<file path="src/rtl/pointer_quadrature_map.svh">
`ifndef POINTER_QUADRATURE_MAP_SVH
`define POINTER_QUADRATURE_MAP_SVH

// ----------------------------------------------------------------
// register offsets
// ----------------------------------------------------------------
`define PQ_LEFT_COUNTS_OFS 12'ha00
`define PQ_RIGHT_COUNTS_OFS 12'h00c
`define PQ_PRELOAD_OFS 12'h036

// ----------------------------------------------------------------
// field positions inside a counter word
// ----------------------------------------------------------------
`define PQ_VERT_MSB 15
`define PQ_VERT_LSB 8
`define PQ_HORIZ_MSB 7
`define PQ_HORIZ_LSB 0
`define PQ_PRELOAD_VERT_LSB 10
`define PQ_PRELOAD_HORIZ_LSB 2

// ----------------------------------------------------------------
// reset values
// ----------------------------------------------------------------
`define PQ_COUNT_RESET 8'h00
`define PQ_WORD_RESET 16'h0000

`endif

</file>
<file path="src/rtl/pointer_quadrature_pkg.sv">
package pointer_quadrature_pkg;

    // one 8-bit motion counter
    typedef logic [7:0] count_t;

    // counter slots: left pair first, vertical before horizontal
    typedef enum logic [1:0] {
        AXIS_LEFT_VERT = 2'h0,
        AXIS_LEFT_HORIZ = 2'h1,
        AXIS_RIGHT_VERT = 2'h2,
        AXIS_RIGHT_HORIZ = 2'h3
    } axis_e;

endpackage

</file>
<file path="src/rtl/pointer_quadrature_counters.sv">
`timescale 1ns/10ps
`include "pointer_quadrature_map.svh"

// Notes on behaviour
// (RQ1) two read-only words, left then right pair
// (RQ2) vertical in high byte, horizontal in low
// (RQ3) pin sampled on clock and inverted phase
// (RQ4) quadrature step counts up or down
// (RQ5) counter bits 1:0 follow sampled inputs
// (RQ6) stick left/right active high on bit 1
// (RQ7) software xors bit pairs for forward/back
// (RQ8) stick pulls connector pin low when active
// (RQ9) test write loads all four counters together
// (RQ10) test write loads bits 7:2 only
// (RQ11) counters wrap; reading changes nothing
// (RQ12) samples synchronised before direction decoding
module pointer_quadrature_counters #(
    parameter int ADDR_WIDTH = 12
) (
    input wire logic core_clk,
    input wire logic rst_n,
    input wire logic port0_vertical_input,
    input wire logic port0_horizontal_input,
    input wire logic port1_vertical_input,
    input wire logic port1_horizontal_input,
    input wire logic colour_cycle_clock,
    input wire logic [ADDR_WIDTH-1:0] reg_addr,
    input wire logic reg_rd,
    input wire logic reg_wr,
    input wire logic [15:0] data_in,
    output logic [15:0] data_out,
    output logic data_oe_n
);

    // ----------------------------------------------------------------
    // parameter check
    // ----------------------------------------------------------------
    if (ADDR_WIDTH != 12) begin : g_bad_width
        $error("address width must be 12");
    end

    // ----------------------------------------------------------------
    // next value of one counter from its sampled pair
    // ----------------------------------------------------------------
    function automatic pointer_quadrature_pkg::count_t next_count(
        input pointer_quadrature_pkg::count_t cnt,
        input logic a,
        input logic b
    );
        logic [1:0] low;
        logic [5:0] high;
        low = {b, a ^ b}; // bit 1 is the stick left/right sample [RQ6]
        high = cnt[7:2];
        if (cnt[1:0] == 2'h3 && low == 2'h0) begin
            high = high + 6'h01; // up step past three, wraps
        end else if (cnt[1:0] == 2'h0 && low == 2'h3) begin
            high = high - 6'h01; // down step below zero, wraps
        end
        return {high, low};
    endfunction

    // ----------------------------------------------------------------
    // pin synchronisers
    // ----------------------------------------------------------------
    logic [4:0] pin_meta_q;
    logic [4:0] pin_sync_q;
    logic [4:0] pin_raw;
    logic colour_prev_q;
    logic [3:0] phase_a_q;
    logic [3:0] phase_b_q;
    logic [3:0] phase_a_d;
    logic [3:0] phase_b_d;
    logic [3:0] pins_high;
    logic colour_up;
    logic colour_down;

    // bit 4 is the colour cycle clock, 0..3 follow the counter slots
    assign pin_raw = {colour_cycle_clock, port1_horizontal_input, port1_vertical_input,
                      port0_horizontal_input, port0_vertical_input};

    // two flops on every pin before use [RQ12]
    always_ff @(posedge core_clk or negedge rst_n) begin
        if (!rst_n) begin
            pin_meta_q <= 5'h00;
            pin_sync_q <= 5'h00;
        end else begin
            pin_meta_q <= pin_raw;
            pin_sync_q <= pin_meta_q;
        end
    end

    // ----------------------------------------------------------------
    // phase sampling
    // ----------------------------------------------------------------
    // connector levels are active low, stored inverted [RQ8]
    assign pins_high = ~pin_sync_q[3:0];
    assign colour_up = pin_sync_q[4] & ~colour_prev_q;
    assign colour_down = ~pin_sync_q[4] & colour_prev_q;

    // phase a on clock high, phase b on its inverted phase [RQ3]
    always_comb begin
        phase_a_d = phase_a_q;
        phase_b_d = phase_b_q;
        if (colour_up) begin
            phase_a_d = pins_high;
        end
        if (colour_down) begin
            phase_b_d = pins_high;
        end
    end

    always_ff @(posedge core_clk or negedge rst_n) begin
        if (!rst_n) begin
            colour_prev_q <= 1'b0;
            phase_a_q <= 4'h0;
            phase_b_q <= 4'h0;
        end else begin
            colour_prev_q <= pin_sync_q[4];
            phase_a_q <= phase_a_d;
            phase_b_q <= phase_b_d;
        end
    end

    // ----------------------------------------------------------------
    // counters
    // ----------------------------------------------------------------
    pointer_quadrature_pkg::count_t count_q [4];
    pointer_quadrature_pkg::count_t count_d [4];
    logic preload_hit;
    logic left_hit;
    logic right_hit;

    assign preload_hit = reg_wr && reg_addr == `PQ_PRELOAD_OFS;
    assign left_hit = reg_rd && reg_addr == `PQ_LEFT_COUNTS_OFS;
    assign right_hit = reg_rd && reg_addr == `PQ_RIGHT_COUNTS_OFS;

    // quadrature decode, low bits track inputs, preload upper six
    always_comb begin
        for (int i = 0; i < 4; i++) begin
            count_d[i] = next_count(count_q[i], phase_a_q[i], phase_b_q[i]); // [RQ4] [RQ5] [RQ11]
            if (preload_hit) begin // [RQ9]
                if (i == 0 || i == 2) begin
                    count_d[i][7:2] = data_in[15:10]; // [RQ10]
                end else begin
                    count_d[i][7:2] = data_in[7:2]; // [RQ10]
                end
            end
        end
    end

    always_ff @(posedge core_clk or negedge rst_n) begin
        if (!rst_n) begin
            for (int i = 0; i < 4; i++) begin
                count_q[i] <= `PQ_COUNT_RESET;
            end
        end else begin
            for (int i = 0; i < 4; i++) begin
                count_q[i] <= count_d[i];
            end
        end
    end

    // ----------------------------------------------------------------
    // read port
    // ----------------------------------------------------------------
    logic [15:0] data_d;
    logic oe_n_d;

    // read returns the pair without touching the counters [RQ1] [RQ2] [RQ11]
    always_comb begin
        data_d = data_out;
        oe_n_d = 1'b1;
        if (left_hit) begin
            data_d = {count_q[0], count_q[1]};
            oe_n_d = 1'b0;
        end else if (right_hit) begin
            data_d = {count_q[2], count_q[3]};
            oe_n_d = 1'b0;
        end
    end

    always_ff @(posedge core_clk or negedge rst_n) begin
        if (!rst_n) begin
            data_out <= `PQ_WORD_RESET;
            data_oe_n <= 1'b1;
        end else begin
            data_out <= data_d;
            data_oe_n <= oe_n_d;
        end
    end
endmodule // pointer_quadrature_counters

</file>
<file path="config.mk">
export PLATFORM = sky130hd
export DESIGN_NAME = pointer_quadrature_counters
export DESIGN_NICKNAME = d
export VERILOG_FILES = /design/src/rtl/pointer_quadrature_pkg.sv /design/src/rtl/pointer_quadrature_counters.sv
export VERILOG_INCLUDE_DIRS = /design/src /design/src/rtl
export SDC_FILE = /design/constraint.sdc
export NUM_CORES = 1
export LEC_CHECK = 0
export ABC_AREA = 1
export ABC_CLOCK_PERIOD_IN_PS = 5700
export BUFFER_PORTS_ARGS = -buffer_cell sky130_fd_sc_hd__buf_2
export CAP_MARGIN = 20
export CORE_MARGIN = 4
export CORE_UTILIZATION = 40
export CTS_CLUSTER_DIAMETER = 100
export DETAILED_ROUTE_END_ITERATION = 12
export PLACE_DENSITY = 0.69
export SYNTH_ARGS = -nofsm -noshare
export SYNTH_HDL_FRONTEND = slang
export SYNTH_SLANG_ARGS = --single-unit
</file>
<file path="constraint.sdc">
create_clock -name core_clk -period 5.7 [get_ports core_clk]
set_input_delay 0.855 -clock core_clk [delete_from_list [all_inputs] [get_ports core_clk]]
set_output_delay 0.855 -clock core_clk [all_outputs]
set_load 0.05 [all_outputs]
</file>
* Word-level counts from Yosys, hierarchy flattened
Cells that the tools add are included.
** Word-level totals
- Flip-flop bits (word level) :: 68
** Cells by class
- Eq/ne operators :: 11
- Bitwise operators :: 9
- Reductions and logical operators :: 24
- Muxes and demuxes :: 16
- $add $sub $neg :: 8
** Operator list (number)
- 6-bit two-way mux :: 12
- 16-bit two-way mux :: 2
- 6-bit by 1-bit adder with 6-bit output (second input constant) :: 4
- 6-bit by 1-bit subtractor with 6-bit output (second input constant) :: 4
- 2-bit == test (second input constant) :: 8
- 2-bit logical NOT :: 8
- 12-bit == test (second input constant) :: 1
- 12-bit by 4-bit == test with 1-bit output (second input constant) :: 1
- 12-bit by 6-bit == test with 1-bit output (second input constant) :: 1
- 3-bit nonzero test :: 4
- 1-bit logical AND :: 11
- 4-bit NOT :: 1
- 1-bit bitwise XOR :: 4
- 1-bit bitwise AND :: 2
- 1-bit two-way mux :: 2
- 1-bit NOT :: 2
- 2-bit nonzero test :: 1

* Longest topological paths before layout
- Depth in word-level cells :: 6
- Mapped depth :: 13

* Least setup slack after synthesis
No wires, ideal clock.
- Kind :: reg-to-reg
- Start point :: register phase_b_q[3]
- End point :: register count_q[5] (netlist name)
- Path buffers :: 0
- Slack :: 3812 ps
- Cell stages (with the launch flop) :: 12
- Arrival time :: 1823 ps
- Cells stage by stage :: dfrtp_1 > inv_1 > ha_1 > nand3_1 > ha_1 > or2_2 > nand2_1 > xnor2_1 > nand2_1 > nand2_1 > nand2_1 > nand2_1
** On the way
- Word-level cells in the longest chain between the ends :: 5
- Elaborated cells between the ends (all ways) :: 8
- Those cells by class :: 1 x eq/ne; 2 x mux; 1 x bitwise; 4 x reduce/logical
** Ends and longest elaborated chain
- start, declared :: line pointer_quadrature_counters.sv:70 : logic [3:0] phase_b_q;
- start signal, assigned :: line pointer_quadrature_counters.sv:120 : phase_b_q <= phase_b_d;
- 1-bit bitwise XOR :: line pointer_quadrature_counters.sv:52 : low = {b, a ^ b};
- 2-bit logical NOT :: line pointer_quadrature_counters.sv:54 : if (cnt[1:0] == 2'h3 && low == 2'h0) begin
- 1-bit logical AND :: line pointer_quadrature_counters.sv:54
- 6-bit two-way mux :: line pointer_quadrature_counters.sv:54
- 6-bit two-way mux :: line pointer_quadrature_counters.sv:141 : if (preload_hit) begin
- end signal, assigned by index :: line pointer_quadrature_counters.sv:154 : count_q[i] <= `PQ_COUNT_RESET;
- end signal, assigned by index :: line pointer_quadrature_counters.sv:158 : count_q[i] <= count_d[i];
- end, declared :: line pointer_quadrature_counters.sv:127 : pointer_quadrature_pkg::count_t count_q [4];
Several ways; a longest one is shown, not always the timed one.
A chain may end at the register's enable or synchronous reset.

* Worst setup path in the final report
- Start point :: register phase_b_q[3]
- End point :: register count_q[7] (netlist name)
Same word-level chain as after synthesis.

==> results by group <==
STA
  – Setup TNS: 0 ns
  – Max-slew violation count: 0
  – RSZ-0062 raised after global routing: false
  – Tmin final: 2.199 ns
  – Worst-Margin Slew: 0.8682 ns
  – Final Skew: 0.01452 ns
  – Setup-failing EPs final: 0
  – Relative slew slack: 0.4212
  – Hold Slack: 0.3468 ns
  – Final count of hold timing violations: 0
  – Fmax: 454.8 MHz
  – Final period utilization: 0.3858
  – Final Worst Setup Slack: 3.501 ns

Finish
  – Final core occ: 0.4660
  – Layout cells sized above 1: 0.1687
  – Fill count: 972
  – Area of the multi-input gates: 2006 um2
  – Antenna cells: 0
  – Non-Filler Instances: 720
  – Area Growth Syn to Fin: 12.53%
  – Final Instance Area: 4597 um2
  – Fin nets: 647
  – Storage cell area: 1703 um2

Pwr
  – Net Switching: 0.7823 mW
  – Clock share of power: 0.196
  – PD cells: 423.6 nW/um2
  – Switching share of power: 0.4018
  – Final Total Pwr: 1.947 mW
  – Logic pwr share: 0.453
  – P_leak: 2.604 nW
  – Sequential Power Share: 0.351
  – Peak VDD IR: 0.1654 mV
  – Pint: 1.165 mW

Floorplan
  – Row count: 36
  – Die ar.: 11,890 um2
  – Initial core utilization: 0.4141
  – I/O Pins: 54
  – Die Wd: 109.1 um
  – Core ar.: 9864 um2
  – Die height: 109.1 um

Critical path
  – Critical path origin: phase_b_q[3]$_DFFE_PN0P_
  – Worst Path Arrival: 2.47 ns
  – FF-to-FF Start: phase_b_q[3]$_DFFE_PN0P_
  – CP Capture Type: register
  – CP Max Fanout: 7
  – R2R setup slack: 3.50 ns
  – Setup CP Type: reg -> reg
  – Worst setup SP type: register
  – CP Data Required Time: 5.97 ns

Yosys
  – Sequential share of the synthesized area: 0.4168
  – Number of distinct library cells after synthesis: 28
  – EDFF count, synth: 0
  – Synth Warn #: 0
  – FF+latch count, synth: 68
  – Avg Inst Size Synth: 7.708 um2
  – Mapped Cells: 530
  – Mapped Area: 4085 um2
  – Fraction of registers with async set/reset: 1.000
  – Ys flop type: dfrtp_1
  – Syn nets: 595

Global routing
  – Vias in the first global route: 3,498
  – GRT Overall Usage: 0.1630
  – Gr ovfl total: 0
  – First-pass GRT wire length: 15,490 um
  – Largest net degree at the start of global routing: 69
  – Initial antenna violation count: 0

Route
  – Drt total wl: 8763 um
  – DR vias: 3,399
  – First drt pass iteration count: 4
  – Antenna viol nets, final: 0
  – Via density: 4.721
  – Initial DRC Count: 194
  – Residual DRC: 0
  – DR WL/cell: 12.17 um

Placed design
  – Setup WS pre-CTS: 3.356 ns
  – Hpwl dp: 6481 um
  – GP Congestion: 0.8470
  – DP Area: 4418 um2
  – I/O Buffers: 49
  – Dpl cells: 704

Clocking
  – H-Tree Depth: 3
  – Reg clk slew, reported paths: 0.07 ns
  – Clk root buf: clkbuf_8
  – CTS buffer count: 9
  – Resize count post-CTS: 0
  – Later-pin clock latency in the skew report: 0.34 ns
  – TritonCTS clock tree: done
  – Setup Fix Bufs, Post-CTS: 0
  – CTS Buffer Depth: 2
  – Clock sink count: 68
  – CTS Hold Bufs: 0

Outcome
  – Outcome: completed

Worst hold path
  – Min-Delay Startpoint: pin_meta_q[0]$_DFF_PN0_
  – HP Class: reg -> reg

Job
  – Max Cap Violations: 0
==> cell type report <==
type / instances / share of cell area
sequential: 68 / 0.3704
clock buffer: 13 / 0.03021
clock inverter: 3 / 0.008710
inverter: 77 / 0.06315
tap: 133 / 0.03620
multi-input combinational: 376 / 0.4363
timing repair buffer: 50 / 0.05498
==> worst paths after layout <==
check	end	cells past startpoint
setup / recovery	count_q[7]$_DFFE_PN0P_	10
hold / removal	pin_sync_q[0]$_DFF_PN0_	0
setup reg to reg	count_q[7]$_DFFE_PN0P_	10
hold reg to reg	pin_sync_q[0]$_DFF_PN0_	0
max in group asynchronous	data_out[15]$_DFFE_PN0N_	2
min in group asynchronous	data_out[0]$_DFFE_PN0N_	2
==> power groups by stage <==
stage          sequential [mW]  combinational [mW]  clock [mW]
2_1_floorplan            0.670               0.718           0
3_3_place_gp             0.687               0.836           0
3_5_place_dp             0.693               0.872           0
4_1_cts                  0.685               0.883       0.392
5_1_grt                  0.703                1.04       0.414
6_report                 0.684               0.882       0.382
==> cells in the final DEF (no fill, tap or decap), types with 4 or more instances in the layout <==
| master | count |
|---|---|
| a21oi_1 | 13 |
| buf_2 | 49 |
| clkbuf_1 | 4 |
| clkbuf_8 | 9 |
| dfrtp_1 | 67 |
| fa_1 | 4 |
| ha_1 | 24 |
| inv_1 | 69 |
| inv_2 | 7 |
| nand2_1 | 178 |
| nand2_2 | 9 |
| nand3_1 | 50 |
| nand3b_1 | 8 |
| nand4_1 | 7 |
| nor2_1 | 21 |
| nor2_2 | 8 |
| o21ai_0 | 17 |
| o21ai_1 | 17 |
| xor2_1 | 4 |
==> sequential cells by signal (all words and copies together), names as in the netlist <==
name and count:
count_q 32, data_out 16, pin_sync_q 5, colour_prev_q 1, pin_meta_q 5, phase_a_q 4
phase_b_q 4, data_oe_n 1
==> cell usage after synthesis, types with 7 or more instances <==
| library cell | n | area share |
|---|---|---|
| a21oi_1 | 13 | 0.016 |
| dfrtp_1 | 67 | 0.41 |
| ha_1 | 24 | 0.074 |
| inv_1 | 69 | 0.063 |
| inv_2 | 7 | 0.0064 |
| nand2_1 | 178 | 0.16 |
| nand2_2 | 9 | 0.014 |
| nand3_1 | 50 | 0.061 |
| nand3b_1 | 8 | 0.015 |
| nand4_1 | 7 | 0.011 |
| nor2_1 | 21 | 0.019 |
| nor2_2 | 8 | 0.012 |
| o21ai_0 | 17 | 0.021 |
| o21ai_1 | 17 | 0.021 |
==> worst max-delay path: stages (launching register included) <==
cell and delay (ns):
dfrtp_1 0.41, inv_1 0.08, ha_1 0.16, nand3_1 0.28, ha_1 0.43, or2_2 0.32, nand3b_1 0.13, nand2_1 0.07
nand2_1 0.06, nand3_1 0.06, a21oi_1 0.14
==> cells by family after synthesis <==
family,share of synthesized area
XOR/XNOR,0.01286
AND/OR/NAND/NOR,0.3253
AO/OA/AOI/OAI,0.05972
buffers and inverters,0.09219
adder cells (fa/ha/maj),0.09311
flip-flops,0.4168
==> metal layers <==
metal	vias to the layer above	global-route usage	part of all wire
met5	-	0	0
met2	61	0.2785	0.47
met3	10	0.02368	0.050
met4	0	0.05140	0.012
li1	1766	-	-
met1	1562	0.2127	0.46
Note: power is estimated with default switching activity, not from simulation.
